**src/shared/lsf_pkg.sv**
```systemverilog
package lsf_pkg;

  // register indices; byte address is four times the index
  localparam logic [5:0] IDX_RESULT = 6'h00;
  localparam logic [5:0] IDX_CONFIG = 6'h01;
  localparam logic [5:0] IDX_LOW_LIMIT = 6'h02;
  localparam logic [5:0] IDX_HIGH_LIMIT = 6'h03;
  localparam logic [5:0] IDX_IRQ_STATUS = 6'h04;
  localparam logic [5:0] IDX_IRQ_MASK = 6'h05;
  localparam logic [1:0] WORD_LANE = 2'h0;

  localparam logic [3:0] RANGE_AUTO = 4'hc;
  localparam logic [3:0] RANGE_MAX = 4'hb;
  localparam logic [3:0] RANGE_MIN = 4'h0;

  localparam logic [1:0] MODE_SHUTDOWN = 2'h0;
  localparam logic [1:0] MODE_SINGLE = 2'h1;

  localparam logic [1:0] FC_ONE = 2'h0;
  localparam logic [1:0] FC_TWO = 2'h1;
  localparam logic [1:0] FC_FOUR = 2'h2;
  localparam logic [3:0] NEED_ONE = 4'h1;
  localparam logic [3:0] NEED_TWO = 4'h2;
  localparam logic [3:0] NEED_FOUR = 4'h4;
  localparam logic [3:0] NEED_EIGHT = 4'h8;
  localparam logic [3:0] CNT_ZERO = 4'h0;
  localparam logic [3:0] CNT_STEP = 4'h1;

  localparam logic [15:0] CONFIG_RESET = 16'hc810;
  localparam logic [15:0] LOW_LIMIT_RESET = 16'h0000;
  localparam logic [15:0] HIGH_LIMIT_RESET = 16'hffff;
  localparam logic [15:0] RESULT_RESET = 16'h0000;

  // interrupt status / mask bit positions
  localparam int unsigned IRQ_W = 4;
  localparam int unsigned IRQ_DONE = 0;
  localparam int unsigned IRQ_OVF = 1;
  localparam int unsigned IRQ_HIGH = 2;
  localparam int unsigned IRQ_LOW = 3;
  localparam logic [IRQ_W-1:0] IRQ_RESET = 4'h0;

  typedef struct packed {
    logic [3:0] range_select;
    logic long_conv;
    logic [1:0] mode;
    logic overflow_flag;
    logic conversion_ready_flag;
    logic high_limit_flag;
    logic low_limit_flag;
    logic latch;
    logic polarity;
    logic mask_exp;
    logic [1:0] fault_count_select;
  } lsf_cfg_t;

  typedef struct packed {
    logic [3:0] expo;
    logic [11:0] mant;
  } lsf_meas_t;

  typedef enum logic [1:0] {
    ST_IDLE = 2'b00,
    ST_START = 2'b01,
    ST_RUN = 2'b11
  } lsf_state_t;

  function automatic logic [3:0] lsf_need(input logic [1:0] fc);
    case (fc)
      FC_ONE: lsf_need = NEED_ONE;
      FC_TWO: lsf_need = NEED_TWO;
      FC_FOUR: lsf_need = NEED_FOUR;
      default: lsf_need = NEED_EIGHT;
    endcase
  endfunction

  // linear value, mantissa scaled by the exponent; reserved exponents clip
  function automatic logic [22:0] lsf_linear(input lsf_meas_t m);
    logic [3:0] e;
    e = (m.expo > RANGE_MAX) ? RANGE_MAX : m.expo;
    lsf_linear = {11'h000, m.mant} << e;
  endfunction

endpackage

```
**src/logic/lsf_flags.sv**
```systemverilog
`timescale 1ns/10ps
module lsf_flags
  import lsf_pkg::*;
(
  input wire logic CLK_I,
  input wire logic SYS_RST_I,
  input wire logic PSEL_I,
  input wire logic PENABLE_I,
  input wire logic PWRITE_I,
  input wire logic [7:0] PADDR_I,
  input wire logic [31:0] PWDATA_I,
  output logic [31:0] PRDATA_O,
  output logic PREADY_O,
  output logic PSLVERR_O,
  output logic IRQ_O,
  output logic CONV_START_O,
  output logic CONV_ABORT_O,
  output logic [3:0] CONV_RANGE_O,
  output logic CONV_LONG_O,
  input wire logic CONV_DONE_I,
  input wire logic CONV_OVERLOAD_I,
  input wire logic [11:0] CONV_MANT_I
);

  lsf_cfg_t cfg_r;
  lsf_meas_t result_r;
  logic [15:0] low_lim_r;
  logic [15:0] high_lim_r;
  logic [IRQ_W-1:0] irq_stat_r;
  logic [IRQ_W-1:0] irq_mask_r;
  lsf_state_t state_r;
  logic [3:0] cur_range_r;
  logic [3:0] high_cnt_r;
  logic [3:0] low_cnt_r;
  logic pready_r;
  logic [31:0] prdata_r;
  logic pslverr_r;
  logic irq_r;
  logic start_r;
  logic abort_r;

  // bus access takes effect on the first access-phase edge; pready follows a cycle later
  logic acc;
  logic wr_en;
  logic rd_en;
  logic mapped;
  logic [5:0] idx;
  lsf_cfg_t wr_cfg;

  assign acc = PSEL_I & PENABLE_I & ~pready_r;
  assign idx = PADDR_I[7:2];
  assign mapped = (PADDR_I[1:0] == WORD_LANE) && (idx <= IDX_IRQ_MASK);
  assign wr_en = acc & PWRITE_I & mapped;
  assign rd_en = acc & ~PWRITE_I & mapped;
  assign wr_cfg = lsf_cfg_t'(PWDATA_I[15:0]);

  logic cfg_wr;
  logic cfg_rd;
  assign cfg_wr = wr_en && (idx == IDX_CONFIG);
  assign cfg_rd = rd_en && (idx == IDX_CONFIG);

  // conversion outcome decode
  logic auto_mode;
  logic done_evt;
  logic step_up;
  logic finish;
  lsf_meas_t meas;
  logic [22:0] meas_lin;
  logic above;
  logic below;
  logic [3:0] high_cnt_nxt;
  logic [3:0] low_cnt_nxt;
  logic [3:0] need;

  assign auto_mode = (cfg_r.range_select == RANGE_AUTO);
  // a config write aborts the running conversion, so a done in that cycle is dropped
  assign done_evt = (state_r == ST_RUN) && CONV_DONE_I && !cfg_wr;
  assign step_up = done_evt && auto_mode && CONV_OVERLOAD_I && (cur_range_r < RANGE_MAX);
  assign finish = done_evt && !step_up;
  assign meas = '{expo: cur_range_r, mant: CONV_MANT_I};
  assign meas_lin = lsf_linear(meas);
  assign above = meas_lin > lsf_linear(lsf_meas_t'(high_lim_r));
  assign below = meas_lin < lsf_linear(lsf_meas_t'(low_lim_r));
  assign need = lsf_need(cfg_r.fault_count_select);
  // counters saturate at the largest need so they never wrap
  assign high_cnt_nxt = !above ? CNT_ZERO : (high_cnt_r >= NEED_EIGHT) ? NEED_EIGHT : high_cnt_r + CNT_STEP;
  assign low_cnt_nxt = !below ? CNT_ZERO : (low_cnt_r >= NEED_EIGHT) ? NEED_EIGHT : low_cnt_r + CNT_STEP;

  logic high_hit;
  logic low_hit;
  assign high_hit = high_cnt_nxt >= need;
  assign low_hit = low_cnt_nxt >= need;

  // sequencer
  always_ff @(posedge CLK_I) begin
    if (SYS_RST_I) begin
      state_r <= ST_IDLE;
    end else if (cfg_wr) begin
      state_r <= (wr_cfg.mode == MODE_SHUTDOWN) ? ST_IDLE : ST_START;
    end else begin
      case (state_r)
        ST_IDLE: state_r <= ST_IDLE;
        ST_START: state_r <= ST_RUN;
        ST_RUN: begin
          if (step_up) begin
            state_r <= ST_START;
          end else if (finish) begin
            state_r <= (cfg_r.mode == MODE_SINGLE) ? ST_IDLE : ST_START;
          end
        end
        default: state_r <= ST_IDLE;
      endcase
    end
  end

  // range used by the converter; auto ranging begins each measurement at the lowest range
  always_ff @(posedge CLK_I) begin
    if (SYS_RST_I) begin
      cur_range_r <= RANGE_MIN;
    end else if (cfg_wr) begin
      cur_range_r <= (wr_cfg.range_select == RANGE_AUTO) ? RANGE_MIN : wr_cfg.range_select;
    end else if (step_up) begin
      cur_range_r <= cur_range_r + CNT_STEP;
    end else if (finish && auto_mode) begin
      cur_range_r <= RANGE_MIN;
    end
  end

  // converter strobes
  always_ff @(posedge CLK_I) begin
    if (SYS_RST_I) begin
      start_r <= 1'b0;
      abort_r <= 1'b0;
    end else begin
      start_r <= (state_r == ST_START) && !cfg_wr;
      abort_r <= (cfg_wr && state_r != ST_IDLE) || step_up;
    end
  end

  // configuration register: writable fields, mode self-clear and status flags
  always_ff @(posedge CLK_I) begin
    if (SYS_RST_I) begin
      cfg_r <= lsf_cfg_t'(CONFIG_RESET);
    end else begin
      if (cfg_wr) begin
        cfg_r.range_select <= wr_cfg.range_select;
        cfg_r.long_conv <= wr_cfg.long_conv;
        cfg_r.mode <= wr_cfg.mode;
        cfg_r.latch <= wr_cfg.latch;
        cfg_r.polarity <= wr_cfg.polarity;
        cfg_r.mask_exp <= wr_cfg.mask_exp;
        cfg_r.fault_count_select <= wr_cfg.fault_count_select;
      end else if (finish && cfg_r.mode == MODE_SINGLE) begin
        cfg_r.mode <= MODE_SHUTDOWN;
      end
      if (finish) begin
        // auto: overload here means the largest range overflowed; manual: any overload counts
        cfg_r.overflow_flag <= CONV_OVERLOAD_I;
      end
      // set wins over clear
      if (finish) begin
        cfg_r.conversion_ready_flag <= 1'b1;
      end else if (cfg_rd || (cfg_wr && wr_cfg.mode != MODE_SHUTDOWN)) begin
        cfg_r.conversion_ready_flag <= 1'b0;
      end
      if (finish) begin
        // latched style holds a set flag until the config register is read
        if (high_hit) begin
          cfg_r.high_limit_flag <= 1'b1;
        end else if (!cfg_r.latch) begin
          cfg_r.high_limit_flag <= 1'b0;
        end
        if (low_hit) begin
          cfg_r.low_limit_flag <= 1'b1;
        end else if (!cfg_r.latch) begin
          cfg_r.low_limit_flag <= 1'b0;
        end
      end else if (cfg_rd && cfg_r.latch) begin
        cfg_r.high_limit_flag <= 1'b0;
        cfg_r.low_limit_flag <= 1'b0;
      end
    end
  end

  // fault counters; untouched by shutdown so a restart resumes the count
  always_ff @(posedge CLK_I) begin
    if (SYS_RST_I) begin
      high_cnt_r <= CNT_ZERO;
      low_cnt_r <= CNT_ZERO;
    end else if (finish) begin
      high_cnt_r <= high_cnt_nxt;
      low_cnt_r <= low_cnt_nxt;
    end
  end

  // result and limit registers
  always_ff @(posedge CLK_I) begin
    if (SYS_RST_I) begin
      result_r <= lsf_meas_t'(RESULT_RESET);
    end else if (finish) begin
      result_r <= meas;
    end
  end

  always_ff @(posedge CLK_I) begin
    if (SYS_RST_I) begin
      low_lim_r <= LOW_LIMIT_RESET;
      high_lim_r <= HIGH_LIMIT_RESET;
    end else begin
      if (wr_en && idx == IDX_LOW_LIMIT) begin
        low_lim_r <= PWDATA_I[15:0];
      end
      if (wr_en && idx == IDX_HIGH_LIMIT) begin
        high_lim_r <= PWDATA_I[15:0];
      end
    end
  end

  // interrupt status: sticky, cleared by reading it, new events win over the clear
  logic [IRQ_W-1:0] irq_evt;
  always_comb begin
    irq_evt = IRQ_RESET;
    irq_evt[IRQ_DONE] = finish;
    irq_evt[IRQ_OVF] = finish && CONV_OVERLOAD_I;
    irq_evt[IRQ_HIGH] = finish && high_hit;
    irq_evt[IRQ_LOW] = finish && low_hit;
  end

  always_ff @(posedge CLK_I) begin
    if (SYS_RST_I) begin
      irq_stat_r <= IRQ_RESET;
      irq_mask_r <= IRQ_RESET;
      irq_r <= 1'b0;
    end else begin
      if (rd_en && idx == IDX_IRQ_STATUS) begin
        irq_stat_r <= irq_evt;
      end else begin
        irq_stat_r <= irq_stat_r | irq_evt;
      end
      if (wr_en && idx == IDX_IRQ_MASK) begin
        irq_mask_r <= PWDATA_I[IRQ_W-1:0];
      end
      irq_r <= |(irq_stat_r & irq_mask_r);
    end
  end

  // read mux; exponent hidden in the result when masked under manual range
  lsf_meas_t rd_result;
  logic [31:0] rd_data;
  always_comb begin
    rd_result = result_r;
    if (cfg_r.mask_exp && !auto_mode) begin
      rd_result.expo = RANGE_MIN;
    end
    rd_data = 32'h0000_0000;
    case (idx)
      IDX_RESULT: rd_data[15:0] = rd_result;
      IDX_CONFIG: rd_data[15:0] = cfg_r;
      IDX_LOW_LIMIT: rd_data[15:0] = low_lim_r;
      IDX_HIGH_LIMIT: rd_data[15:0] = high_lim_r;
      IDX_IRQ_STATUS: rd_data[IRQ_W-1:0] = irq_stat_r;
      IDX_IRQ_MASK: rd_data[IRQ_W-1:0] = irq_mask_r;
      default: rd_data = 32'h0000_0000;
    endcase
  end

  // apb answer: one wait state, data and error captured with the access
  always_ff @(posedge CLK_I) begin
    if (SYS_RST_I) begin
      pready_r <= 1'b0;
      prdata_r <= 32'h0000_0000;
      pslverr_r <= 1'b0;
    end else begin
      pready_r <= acc;
      if (acc) begin
        prdata_r <= (!PWRITE_I && mapped) ? rd_data : 32'h0000_0000;
        pslverr_r <= !mapped;
      end else begin
        pslverr_r <= 1'b0;
      end
    end
  end

  assign PRDATA_O = prdata_r;
  assign PREADY_O = pready_r;
  assign PSLVERR_O = pslverr_r;
  assign IRQ_O = irq_r;
  assign CONV_START_O = start_r;
  assign CONV_ABORT_O = abort_r;
  assign CONV_RANGE_O = cur_range_r;
  assign CONV_LONG_O = cfg_r.long_conv;

endmodule

```
**config.mk**
```make
export PLATFORM = sky130hd
export DESIGN_NAME = lsf_flags
export DESIGN_NICKNAME = d
export VERILOG_FILES = /design/src/shared/lsf_pkg.sv /design/src/logic/lsf_flags.sv
export SDC_FILE = /design/constraint.sdc
export NUM_CORES = 1
export LEC_CHECK = 0
export BUFFER_PORTS_ARGS = -buffer_cell sky130_fd_sc_hd__buf_4
export CORE_ASPECT_RATIO = 0.9
export CORE_MARGIN = 3
export CORE_UTILIZATION = 40
export DETAILED_ROUTE_END_ITERATION = 10
export SLEW_MARGIN = 40
export SYNTH_ARGS = -nofsm -noshare
export SYNTH_HDL_FRONTEND = slang
export SYNTH_SLANG_ARGS = --single-unit
```
**constraint.sdc**
```tcl
create_clock -name CLK_I -period 11.85 [get_ports CLK_I]
set_input_delay 0 -clock CLK_I [delete_from_list [all_inputs] [get_ports CLK_I]]
set_output_delay 0 -clock CLK_I [all_outputs]
set_load 0.02 [all_outputs]
```
Word-level counts from Yosys, hierarchy flattened
Cells that the tools add are included.
{ "word_totals": {"ff_bits": 123, "in_bits": 59, "out_inout_bits": 42, "word_cells": 147} }
{ "classes": {"addsub": 3, "order_cmp": 11, "eq_ne": 15, "shift": 3, "mux": 32, "bitwise": 11, "reduce_logical": 45} }
{ "ops": {"columns": ["op", "n"], "rows": [
  ["12-bit by 4-bit left shift with 23-bit output", 3],
  ["4-bit 2-to-1 mux", 13],
  ["12-bit one-hot mux with 4 select lines", 1],
  ["1-bit logical AND", 24],
  ["4-bit one-hot mux with 6 select lines", 1],
  ["23-bit greater-than comparator", 1],
  ["23-bit < comparator", 1],
  ["16-bit 2-to-1 mux", 1],
  ["2-bit 2-to-1 mux", 7],
  ["4-bit by 1-bit adder with 4-bit output, second input constant", 3],
  ["6-bit by 2-bit equality test with 1-bit output, second input constant", 2],
  ["6-bit by 3-bit equality test with 1-bit output, second input constant", 2],
  ["4-bit greater-than comparator, second input constant", 3],
  ["4-bit one-hot mux with 3 select lines", 1],
  ["2-bit nonzero test", 5],
  ["4-bit equality test, second input constant", 2],
  ["4-bit greater-or-equal comparator", 2],
  ["4-bit greater-or-equal comparator, second input constant", 2],
  ["1-bit 2-to-1 mux", 7],
  ["1-bit bitwise AND", 6],
  ["2-bit by 1-bit equality test with 1-bit output, second input constant", 3],
  ["6-bit by 1-bit equality test with 1-bit output, second input constant", 1],
  ["6-bit by 3-bit less-or-equal comparator with 1-bit output, second input constant", 1],
  ["2-bit logical NOT", 3],
  ["15 further kinds", 25]
]} }

Logic depth before layout (Yosys ltp)
Gate-level depths: netlist of the first run.
{ "logic_depth": {"word_depth": 16, "ltp_mapped": 22, "depth_no_buf": 20} }

Least setup slack after synthesis of the first run
OpenSTA, ideal clock, no wires.
{ "synth_path": {"kind": "reg2reg", "from": "register cur_range_r[3], in the netlist CONV_RANGE_O[3]", "to": "register irq_stat_r[3]", "t_arrival_ps": 4014, "required_time_ps": 11718, "slack_ps": 7704, "path_stages_with_launch": 20, "period_less_slack_ps": 4146, "cell_sequence": "dfxtp_1 clkbuf_1 a21o_1 buf_2 mux2i_1 a21oi_1 and2_1 ha_1 nand4_1 or2_2 a2111o_1 and4b_1 clkbuf_1 and3_1 ha_1 a21o_1 a21oi_1 nor2b_1 o21ai_0 a21oi_1"} }
{ "synth_via": {"elab_chain_len": 9, "word_cells_on_any_way": 13, "cone_classes": "order compare: 4; shift: 1; mux: 3; bitwise: 1; reduce/logical: 4"} }
{ "synth_rtl": {"columns": ["element", "line_no", "text"], "rows": [
  ["start, declared", "lsf_flags.sv:32", "logic [3:0] cur_range_r;"],
  ["start signal, assigned", "lsf_flags.sv:121", "cur_range_r <= (wr_cfg.range_select == RANGE_AUTO) ? RANGE_MIN : wr_cfg.range_select;"],
  ["start signal, assigned", "lsf_flags.sv:123", "cur_range_r <= cur_range_r + CNT_STEP;"],
  ["4-bit greater-than comparator", "lsf_pkg.sv:79", "e = (m.expo > RANGE_MAX) ? RANGE_MAX : m.expo;"],
  ["4-bit 2-to-1 mux *", "lsf_pkg.sv:79", null],
  ["12-bit by 4-bit left shift with 23-bit output *", "lsf_pkg.sv:80", "lsf_linear = {11'h000, m.mant} << e;"],
  ["23-bit < comparator *", "lsf_flags.sv:83", "assign below = meas_lin < lsf_linear(lsf_meas_t'(low_lim_r));"],
  ["4-bit 2-to-1 mux *", "lsf_flags.sv:87", "assign low_cnt_nxt = !below ? CNT_ZERO : (low_cnt_r >= NEED_EIGHT) ? NEED_EIGHT : low_cnt_r + CNT_STEP;"],
  ["named net low_cnt_nxt[1]", "lsf_flags.sv:72", "logic [3:0] low_cnt_nxt;"],
  ["4-bit greater-or-equal comparator *", "lsf_flags.sv:92", "assign low_hit = low_cnt_nxt >= need;"],
  ["1-bit logical AND *", "lsf_flags.sv:226", "irq_evt[IRQ_LOW] = finish && low_hit;"],
  ["4-bit bitwise OR", "lsf_flags.sv:238", "irq_stat_r <= irq_stat_r | irq_evt;"],
  ["4-bit 2-to-1 mux *", "lsf_flags.sv:235", "if (rd_en && idx == IDX_IRQ_STATUS) begin"],
  ["end signal, assigned", "lsf_flags.sv:236", "irq_stat_r <= irq_evt;"],
  ["end signal, assigned", "lsf_flags.sv:238", null],
  ["end, declared", "lsf_flags.sv:29", "logic [IRQ_W-1:0] irq_stat_r;"]
]} }
Mark *: on every way through the listed nets, which the timed path passes. The rest lies on a longest branch.
A chain may end at the register's enable or synchronous reset.

Worst setup path in the final report of the first run
{ "layout_path": {"from": "register cur_range_r[2], in the netlist CONV_RANGE_O[2]", "to": "register cfg_r[6] (netlist name)"} }
{ "layout_via": {"elab_chain_len": 8, "word_cells_on_any_way": 15, "cone_classes": "order compare: 4; eq/ne: 1; shift: 1; mux: 4; reduce/logical: 5"} }
{ "layout_rtl": {"columns": ["element", "line_no", "text"], "rows": [
  ["4-bit greater-than comparator", "lsf_pkg.sv:79", null],
  ["4-bit 2-to-1 mux", "lsf_pkg.sv:79", null],
  ["12-bit by 4-bit left shift with 23-bit output", "lsf_pkg.sv:80", null],
  ["23-bit greater-than comparator", "lsf_flags.sv:82", "assign above = meas_lin > lsf_linear(lsf_meas_t'(high_lim_r));"],
  ["4-bit 2-to-1 mux", "lsf_flags.sv:86", "assign high_cnt_nxt = !above ? CNT_ZERO : (high_cnt_r >= NEED_EIGHT) ? NEED_EIGHT : high_cnt_r + CNT_STEP;"],
  ["4-bit greater-or-equal comparator", "lsf_flags.sv:91", "assign high_hit = high_cnt_nxt >= need;"],
  ["3-bit by 2-bit inequality test with 1-bit output (no line) or 1-bit 2-to-1 mux (tied branches)", null, null],
  ["2-bit AND reduction (no line) or 2-bit 2-to-1 mux (tied branches)", null, null],
  ["end signal, assigned", "lsf_flags.sv:143", "cfg_r <= lsf_cfg_t'(CONFIG_RESET);"],
  ["end, declared", "lsf_flags.sv:25", "lsf_cfg_t cfg_r;"]
]} }
Parallel ways exist; a longest one is shown, timed or not.

==> reports/metrics.yaml, run 1 <==
ctsLongestPathBuffers: 2
p_leak_nw: 3.61
rsz0062_at_grt: "false"
yosys-mux-area-fraction_pct: 14.7
maxCapViolCount: 0
worstPathMaxFanout: 21
fill_cells: 1921
gp_congestion: 0.918
synth-xor-area-share_pct: 0.220
ys_warn_count: 0
cts-resized-gates: 0
grt-ovfl-total: 0
yosysUniqueCellTypes: 68
cp-end-kind: "register"
cp_num_buf_inv: 1
numPortBuffers: 68
die_y_um: 140
fmax_mhz: 194
drv_slew: 0
vias: 7374
hpwl_mm: 18.2
netlist_area_um2: 7960
maxSlewHeadroom_pct: 45.7
path_cells: "buf_4 > a21o_1 > mux2i_1 > a21oi_1 > mux2i_1 > o21ai_0 > ha_1 > nand2_1 > nor3_1 > o2111ai_1 > nand3_1 > nand3b_1 > nand2b_1 > ha_1 > nand2b_1 > a21o_1 > a21oi_1 > nor2b_1 > o21ai_0 > a21oi_1"
seq_area_frac_synth_pct: 26.9
tns_ps: 0
wire_per_inst_um: 18.8
swShare_pct: 25.5
synth_compound_area_share_pct: 19.6
drt_iter0_markers: 707
post-route-util_pct: 46.7
post-route-drc-count: 0
synth_top_family_by_area: "simple AND/OR/NAND/NOR gates"
pre_cts_slack_ps: 6410
vdd_drop_max_mv: 0.0556
grt_pass1_wl_mm: 37.6
ant_nets: 0
seq_power_share_pct: 48.1
clk_pin_slew_ps: 80
fin_ws_ps: 6700
syn_to_final_growth_pct: 13.6
async_reset_ff_share_pct: 0
synth_seq_cells: 107
grt_use_met1_pct: 33.1
p_int_w: 0.000557
nNetsFinal: 1135
use_met2_pct: 32.7
num_antenna_cells: 0
initial_utilization_pct: 41.1
synth-simple-area-share_pct: 23.4
synthCells: 974
cts_tree: "done"
use_met3_pct: 3.14
die_x_um: 155
grt_usage_pct: 21.8
synth_top_area_cell: "dfxtp_1"
final_cell_count_no_fill: 1273
pwr-share-clk_pct: 41.8
cts_root_buf: "clkbuf_16"
min_path_type: "in2reg"
avgSynthCellArea_um2: 8.17
viasPerCell: 5.79
setup_violations: 0
multi_input_area_um2: 5420
yosys-top-cells-area: "dfxtp_1 27%, mux2i_1 10%, ha_1 9.1%"
clkSinkCount: 107
grt_max_degree: 87
crit_required_ps: 12090
startpoint_type: "register"
synth_fa_ha_area_share_pct: 9.12
fin_crit_sh_pct: 43.5
h-tree-depth: 3
top_usage_layer: "met1"
worst_slew_pin_slew_ps: 812
drtPass1Iterations: 6
ys.flop_type: "dfxtp_1"
synth_edf_count: 0
timing.hold.ws_ps: 22.7
fin_worst_skew_ps: 9.71
crit_top_cell: "a21oi_1"
critPathTopFamily: "compound AO/OA/AOI/OAI gates"
placementRows: 48
coreArea_um2: 19300
p_comb_share_pct: 10.1
io_pins: 101
post_cts_buffers: 0
antenna_found_initial: 0
critPathArrivalTime_ps: 5390
grt_pass1_vias: 6723
placed_cells: 1233
cts_hold_buffers: 23
cts_made_buffers: 9
hold_viol_final: 0
switchingPower_w: 0.000191
clock_latency_ps: 360
seq_area_um2: 2140
slowest_delay_ps: 560
layout_min_cycle_time_ps: 5150
critPathSlowestCell: "o21ai_0"
power.density_nw_per_um2: 82.8
critical_path_class: "reg2reg"
status: "finished clean"
die_area_um2: 21600
drive_gt1_share_pct: 14.1
synth_top_cell_area_share_pct: 26.9
wirelength_mm: 24.0
registers in the layout (all words and copies together), names as in the netlist:
signal        flops
high_lim_r       16
irq_mask_r        4
low_lim_r        16
low_cnt_r         4
PSLVERR_O         1
CONV_LONG_O       1
PREADY_O          1
cfg_r            15
CONV_ABORT_O      1
result_r          4
CONV_START_O      1
PRDATA_O         16
CONV_RANGE_O      4
IRQ_O             1
rd_result        12
irq_stat_r        4
state_r           2
high_cnt_r        4
logic make-up (layout without fill, tap and decap cells):
kind of cell	after synthesis	after routing
and+or+nand+nor	367	367
adders and majority gates	58	58
buffers and inverters	94	128
other	1	16
muxes	104	104
xor gates and xnor gates	2	2
AOI/OAI and AO/OA	241	241
DFF	107	107
cells in the final DEF (no fill, tap or decap), types with 27 or more instances in the layout:
master	instances
nor2_1	68
nand3_1	27
mux2i_1	81
ha_1	58
nand2_1	145
a22oi_1	36
buf_4	76
a21oi_1	91
dfxtp_1	105
per-stage QoR:
stage / total power, W / instance area (µm²)
after floorplan: 0.000412 / 8010
after global placement: 0.000436 / 8470
after detailed placement: 0.000436 / 8480
after CTS: 0.000750 / 9010
after global routing: 0.000769 / 9030
final: 0.000748 / 9030
layer usage:
metal,vias up,part of all wire [%]
met1,3494,48
met5,-,0
met3,21,7.0
met2,247,44
met4,0,1.2
li1,3612,-
worst min-delay path: stages:
cell      delay (ps)
buf_4            100
nor3_4            60
a211oi_1         180
worst paths after layout:
kind | from | to | slack, ps | cells after the start
setup / recovery | CONV_RANGE_O[2]$_SDFFE_PP0P_ | cfg_r[6]$_SDFFE_PP0P_ | 6700 | 20
hold / removal | PADDR_I[5] | PSLVERR_O$_SDFF_PP0_ | 20 | 3
setup reg to reg | CONV_RANGE_O[2]$_SDFFE_PP0P_ | cfg_r[6]$_SDFFE_PP0P_ | 6700 | 20
hold reg to reg | cfg_r[8]$_SDFFE_PP0P_ | cfg_r[8]$_SDFFE_PP0P_ | 460 | 2
power groups by stage:
stage          logic (W)  registers (W)  clock network, W
2_1_floorplan  0.0000439       0.000368                 0
3_3_place_gp   0.0000675       0.000368                 0
3_5_place_dp   0.0000682       0.000368                 0
4_1_cts        0.0000745       0.000360          0.000316
5_1_grt        0.0000823       0.000360          0.000327
6_report       0.0000754       0.000360          0.000313
synthesized netlist by cell type (10+ instances only):
cell type    n
a211o_1     17
a21o_1      10
a21oi_1     95
a22oi_1     36
buf_2       23
buf_4       19
clkbuf_1    28
dfxtp_1    107
ha_1        58
inv_1       12
mux2_2      14
mux2i_1     81
nand2_1    145
nand2b_1    13
nand3_1     27
nand3b_1    11
nand4_1     12
nor2_1      68
nor2b_1     25
o21ai_0     25
or2_2       10
final cells by class:
type,count,share of cell area [%]
inverter,12,0.499
clock inverter,6,0.817
timing repair buffer,100,8.99
sequential,107,23.7
multi-input combinational,788,60.0
tap,250,3.46
clock buffer,10,2.53
(Power assumes the default switching activity.)
==> inputs of run 2 (changes only) <==
Clock period 11.85 ns to 4.78 ns, I/O delays scaled along.
==> reports/metrics.yaml, run 2 (same netlist as run 1, synthesis figures left out) <==
worst_slew_pin_slew_ps: 807  # -5.56 ps
coreArea_um2: 19300  # unchanged
drive_gt1_share_pct: 15.7  # +1.7 points
die_y_um: 140  # unchanged
tns_ps: 0  # unchanged
crit_top_cell: "a21oi_1"
critPathTopFamily: "compound AO/OA/AOI/OAI gates"
grt_pass1_wl_mm: 37.5  # -0.24%
drt_iter0_markers: 559  # -21%
cp-end-kind: "register"
numPortBuffers: 68  # unchanged
final_common_cell: "nand2_1"
timing.hold.ws_ps: 0.961  # -21.7 ps
status: "finished clean"
drtPass1Iterations: 5  # -1
critPathSlowestCell: "dfxtp_1"
gp_congestion: 0.891  # -3.0%
post-route-drc-count: 0  # unchanged
clkSinkCount: 107  # unchanged
antenna_found_initial: 0  # unchanged
syn_to_final_growth_pct: 15.8
io_pins: 101  # unchanged
setup_violations: 0  # unchanged
wire_per_inst_um: 18.5  # -2.0%
grt_max_degree: 89  # +2.3%
p_leak_nw: 3.74  # +3.5%
rsz0062_at_grt: "false"
die_area_um2: 21600  # unchanged
fin_worst_skew_ps: 13.6  # +3.86 ps
ant_nets: 0  # unchanged
drv_slew: 0  # unchanged
h-tree-depth: 3  # unchanged
vdd_drop_max_mv: 0.147  # +160%
wirelength_mm: 24.0  # about the same
hold_viol_final: 0  # unchanged
fin_crit_sh_pct: 92.4  # +49 points
critPathArrivalTime_ps: 4620  # -770 ps
fill_cells: 1899  # -1.1%
startpoint_type: "register"
grt-ovfl-total: 0  # unchanged
ctsLongestPathBuffers: 2  # unchanged
placementRows: 48  # unchanged
cts_tree: "done"
hpwl_mm: 18.5  # +1.7%
vias: 7481  # +1.5%
num_antenna_cells: 0  # unchanged
cts_root_buf: "clkbuf_16"
cp_num_buf_inv: 1  # unchanged
power.density_nw_per_um2: 203  # +140%
die_x_um: 155  # unchanged
slowest_delay_ps: 390  # -170 ps
min_path_type: "in2reg"
cts_made_buffers: 9  # unchanged
fmax_mhz: 226  # +17%
grt_pass1_vias: 6751  # +0.42%
maxSlewHeadroom_pct: 46.1  # +0.37 points
setup.reg_to_reg.worst_slack_ps: 360  # -6340 ps
initial_utilization_pct: 41.1  # unchanged
path_cells: "a21oi_1 > buf_4 > nand2_1 > and3_1 > a21oi_1 > a32oi_1 > o21ai_0 > ha_1 > a21oi_1 > a211oi_1 > a211oi_1 > and4b_1 > nand3_1 > ha_1 > nand2b_1 > a21o_1 > a21oi_1 > nor2b_1 > o21ai_0 > a21oi_1"
worstPathMaxFanout: 10  # -52%
crit_required_ps: 4990  # -7100 ps
maxCapViolCount: 0  # unchanged
clk_pin_slew_ps: 70  # about the same
final_cell_mix: "145 x nand2_1, 107 x dfxtp_1, 101 x buf_4, 94 x a21oi_1, 81 x mux2i_1"
power_w: 0.00187  # +150%
layout_min_cycle_time_ps: 4420  # -735 ps
nNetsFinal: 1160  # +2.2%
clock_latency_ps: 360  # about the same
grt_usage_pct: 21.6  # -0.16 points
critical_path_class: "reg2reg"
viasPerCell: 5.76  # -0.50%
==> run 2: cell types whose count changed in the layout (fill, tap and decap cells not counted), sizes merged <==
cell    before  now
inv         14   13
buf         77  102
clkinv       1    2
==> run 2: layer usage <==
layer / share of wire [%] / wire [µm] / track usage (%)
met1: 49 / 11700 / 32.2
met2: 43 / 10300 / 32.0
met3: 6.7 / 1610 / 4.26
met4: 1.6 / 386 / 5.20
met5: 0 / 0 / 0
==> run 2: worst reg2reg max path, stage by stage, from the launching register on <==
cell	delay, ps
dfxtp_1	390
a21oi_1	160
buf_4	220
nand2_1	70
and3_1	170
a21oi_1	270
a32oi_1	80
o21ai_0	390
ha_1	340
a21oi_1	170
a211oi_1	100
a211oi_1	340
and4b_1	280
nand3_1	90
ha_1	300
nand2b_1	140
a21o_1	170
a21oi_1	140
nor2b_1	50
o21ai_0	300
a21oi_1	110
==> run 2: power breakdown <==
group / switching, W / internal, W / total, W
combinational: 0.000111 / 0.0000796 / 0.000191
sequential: 0.000000445 / 0.000891 / 0.000892
clock: 0.000358 / 0.000427 / 0.000784
==> run 2: path summary, 6_finish.rpt <==
kind | start | to | cells past startpoint
hold / removal | CONV_MANT_I[11] | rd_result[11]$_SDFFE_PP0P_ | 3
setup / recovery | CONV_RANGE_O[2]$_SDFFE_PP0P_ | irq_stat_r[3]$_SDFF_PP0_ | 20
hold reg to reg | cfg_r[3]$_SDFFE_PP0P_ | cfg_r[3]$_SDFFE_PP0P_ | 2
setup reg to reg | CONV_RANGE_O[2]$_SDFFE_PP0P_ | irq_stat_r[3]$_SDFF_PP0_ | 20
==> run 2: cell type report <==
class / instances / area [µm²] / share of cell area (%)
clock inverter: 6 / 73.8 / 0.801
clock buffer: 10 / 239 / 2.59
sequential: 107 / 2140 / 23.3
inverter: 12 / 45.0 / 0.489
multi-input combinational: 788 / 5400 / 58.6
timing repair buffer: 125 / 1000 / 10.9
tap: 250 / 313 / 3.40
==> run 2: per-stage QoR <==
step / util, % / instance area, µm² / cells / worst slack (ps)
finish: 47.6 / 9210 / 1298 / 364
global route: 47.6 / 9210 / 1298 / 35.1
CTS: 47.6 / 9200 / 1297 / 396
detailed placement: 44.8 / 8660 / 1258 / 435
global placement: 44.7 / 8650 / 1258 / 469
floorplan: - / 8010 / 989 / 634
==> run 2: what timing repair did <==
item	4_1_cts	5_1_grt
hold buffers	23	0
gates resized for setup	0	1
setup endpoints to repair	0	4
hold endpoints to repair	61	0
buffers inserted	0	0
==> inputs of run 3 (changes only) <==
Settings changed: PLACE_DENSITY_LB_ADDON from default to 0.12.
==> reports/metrics.yaml, run 3 (same netlist as run 1, synthesis figures left out) <==
min_path_type: "in2reg"
cp_num_buf_inv: 2  # +1
power.density_nw_per_um2: 194  # -4.5%
vias: 7388  # -1.2%
syn_to_final_growth_pct: 15.2
critPathTopFamily: "compound AO/OA/AOI/OAI gates"
maxSlewHeadroom_pct: 45.5  # -0.58 points
startpoint_type: "register"
wl_met1_mm: 12.4  # +6.4%
wire_per_inst_um: 18.9  # +2.6%
wirelength_mm: 24.6  # +2.8%
critPathArrivalTime_ps: 4660  # +40 ps
placementRows: 48  # unchanged
viasPerCell: 5.68  # -1.4%
die_area_um2: 21600  # unchanged
clock_latency_ps: 360  # about the same
post-route-util_pct: 47.4  # -0.23 points
grt_pass1_wl_mm: 38.3  # +2.1%
nNetsFinal: 1162  # +0.17%
hold_viol_final: 0  # unchanged
cp-end-kind: "register"
grt_pass1_vias: 6827  # +1.1%
power_w: 0.00177  # -5.0%
coreArea_um2: 19300  # unchanged
fmax_mhz: 225  # -0.48%
layout_min_cycle_time_ps: 4440  # +21.4 ps
p_int_w: 0.00132  # -5.4%
fin_worst_skew_ps: 11.9  # -1.69 ps
p_leak_nw: 3.73  # -0.15%
drv_slew: 0  # unchanged
tns_ps: 0  # unchanged
crit_required_ps: 5010  # +20 ps
cts_root_buf: "clkbuf_16"
setup_violations: 0  # unchanged
drive_gt1_share_pct: 16.0  # +0.26 points
fin_ws_ps: 342  # -21.4 ps
hpwl_mm: 19.0  # +2.6%
post-route-drc-count: 0  # unchanged
critPathSlowestCell: "mux2i_1"
cts_made_buffers: 9  # unchanged
worstPathMaxFanout: 9  # -1
io_pins: 101  # unchanged
status: "finished clean"
die_x_um: 155  # unchanged
clkSinkCount: 107  # unchanged
final_cell_mix: "145 x nand2_1, 107 x dfxtp_1, 106 x buf_4, 94 x a21oi_1, 81 x mux2i_1"
ant_nets: 0  # unchanged
rsz0062_at_grt: "false"
grt-ovfl-total: 0  # unchanged
worst_slew_pin_slew_ps: 815  # +8.63 ps
met2_length_mm: 10.7  # +4.0%
ctsLongestPathBuffers: 2  # unchanged
grt_max_degree: 75  # -16%
num_antenna_cells: 0  # unchanged
fill_cells: 1934  # +1.8%
switchingPower_w: 0.000452  # -3.8%
die_y_um: 140  # unchanged
crit_top_cell: "a21oi_1"
gp_congestion: 0.895  # +0.48%
numPortBuffers: 68  # unchanged
maxCapViolCount: 0  # unchanged
grt_usage_pct: 22.3  # +0.67 points
pre_cts_slack_ps: 343  # -92.6 ps
swShare_pct: 25.5  # +0.31 points
h-tree-depth: 3  # unchanged
critical_path_class: "reg2reg"
drt_iter0_markers: 735  # +31%
fin_crit_sh_pct: 92.8  # +0.45 points
top_layer: "met4"
seq_power_share_pct: 50.3  # +2.5 points
vdd_drop_max_mv: 0.157  # +7.2%
final_common_cell: "nand2_1"
cts_tree: "done"
setup.reg_to_reg.worst_slack_ps: 340  # -20 ps
slowest_delay_ps: 410  # +20 ps
drtPass1Iterations: 5  # unchanged
wl_met3_mm: 1.21  # -24%
initial_utilization_pct: 41.1  # unchanged
clk_pin_slew_ps: 70  # about the same
path_cells: "buf_4 > a21o_1 > mux2i_1 > a21oi_1 > a22o_1 > ha_1 > nand4_1 > or2_2 > a2111o_1 > and4b_1 > buf_4 > and3_1 > ha_1 > a21o_1 > a21oi_1 > nor2b_1 > o21ai_0 > a21oi_1"
pwr-share-clk_pct: 38.9  # -3.1 points
antenna_found_initial: 0  # unchanged
p_comb_share_pct: 10.8  # +0.6 points
==> run 3: cell types whose count changed in the layout (fill, tap and decap cells not counted), sizes merged <==
cell / before / now
buf: 102 / 106
bufinv: 1 / 0
clkbuf: 10 / 11
clkinv: 2 / 4
clkinvlp: 2 / 0
dlygate4sd3: 23 / 21
==> run 3: power groups by stage <==
stage | clock network [W] | registers, W | logic [W]
floorplan | 0 | 0.000913 | 0.000109
detailed placement | 0 | 0.000913 | 0.000176
global placement | 0 | 0.000913 | 0.000175
finish | 0.000690 | 0.000892 | 0.000192
CTS | 0.000705 | 0.000892 | 0.000190
global route | 0.000738 | 0.000892 | 0.000209
==> run 3: metrics by stage <==
step | cells | hold WS, ps | cell area [µm²]
finish | 1300 | 24.1 | 9170
global route | 1300 | 31.8 | 9170
CTS | 1298 | 13.8 | 9150
detailed placement | 1261 | 218 | 8680
global placement | 1261 | 215 | 8680
floorplan | 989 | 118 | 8010
==> run 3: path summary, 6_finish.rpt <==
| path | start | endpoint | cells after the start |
|---|---|---|---|
| hold reg to reg | rd_result[5]$_SDFFE_PP0P_ | rd_result[5]$_SDFFE_PP0P_ | 2 |
| setup / recovery | CONV_RANGE_O[3]$_SDFFE_PP0P_ | irq_stat_r[3]$_SDFF_PP0_ | 18 |
| setup reg to reg | CONV_RANGE_O[3]$_SDFFE_PP0P_ | irq_stat_r[3]$_SDFF_PP0_ | 18 |
| hold / removal | CONV_MANT_I[3] | rd_result[3]$_SDFFE_PP0P_ | 3 |
==> run 3: final cells by class <==
cell class	count	area, µm²	area share (%)
repair buffers	127	1010	11.0
clock buffers	11	233	2.54
multi-input cells	788	5400	58.9
flip-flops and latches	107	2140	23.4
clock inverters	5	28.8	0.314
inverters	12	45.0	0.491
well taps	250	313	3.41
==> run 3: worst reg2reg max path: stages (launching register included) <==
cell and delay [ps]:
dfxtp_1 350, buf_4 170, a21o_1 260, mux2i_1 410, a21oi_1 190, a22o_1 280
ha_1 290, nand4_1 100, or2_2 330, a2111o_1 320, and4b_1 220, buf_4 160
and3_1 180, ha_1 290, a21o_1 150, a21oi_1 140, nor2b_1 60, o21ai_0 320
a21oi_1 110
==> run 3: repair_timing <==
action,in CTS,in global routing
resized for setup,0,1
hold endpoints to repair,57,0
buffers inserted,0,1
setup endpoints to repair,0,4
hold buffers,21,0
==> run 3: metal layers <==
| layer | vias to the layer above | track usage, % |
|---|---|---|
| met4 | 0 | 4.51 |
| met1 | 3518 | 34.1 |
| met5 | - | 0 |
| met2 | 189 | 33.7 |
| li1 | 3656 | - |
| met3 | 25 | 2.49 |
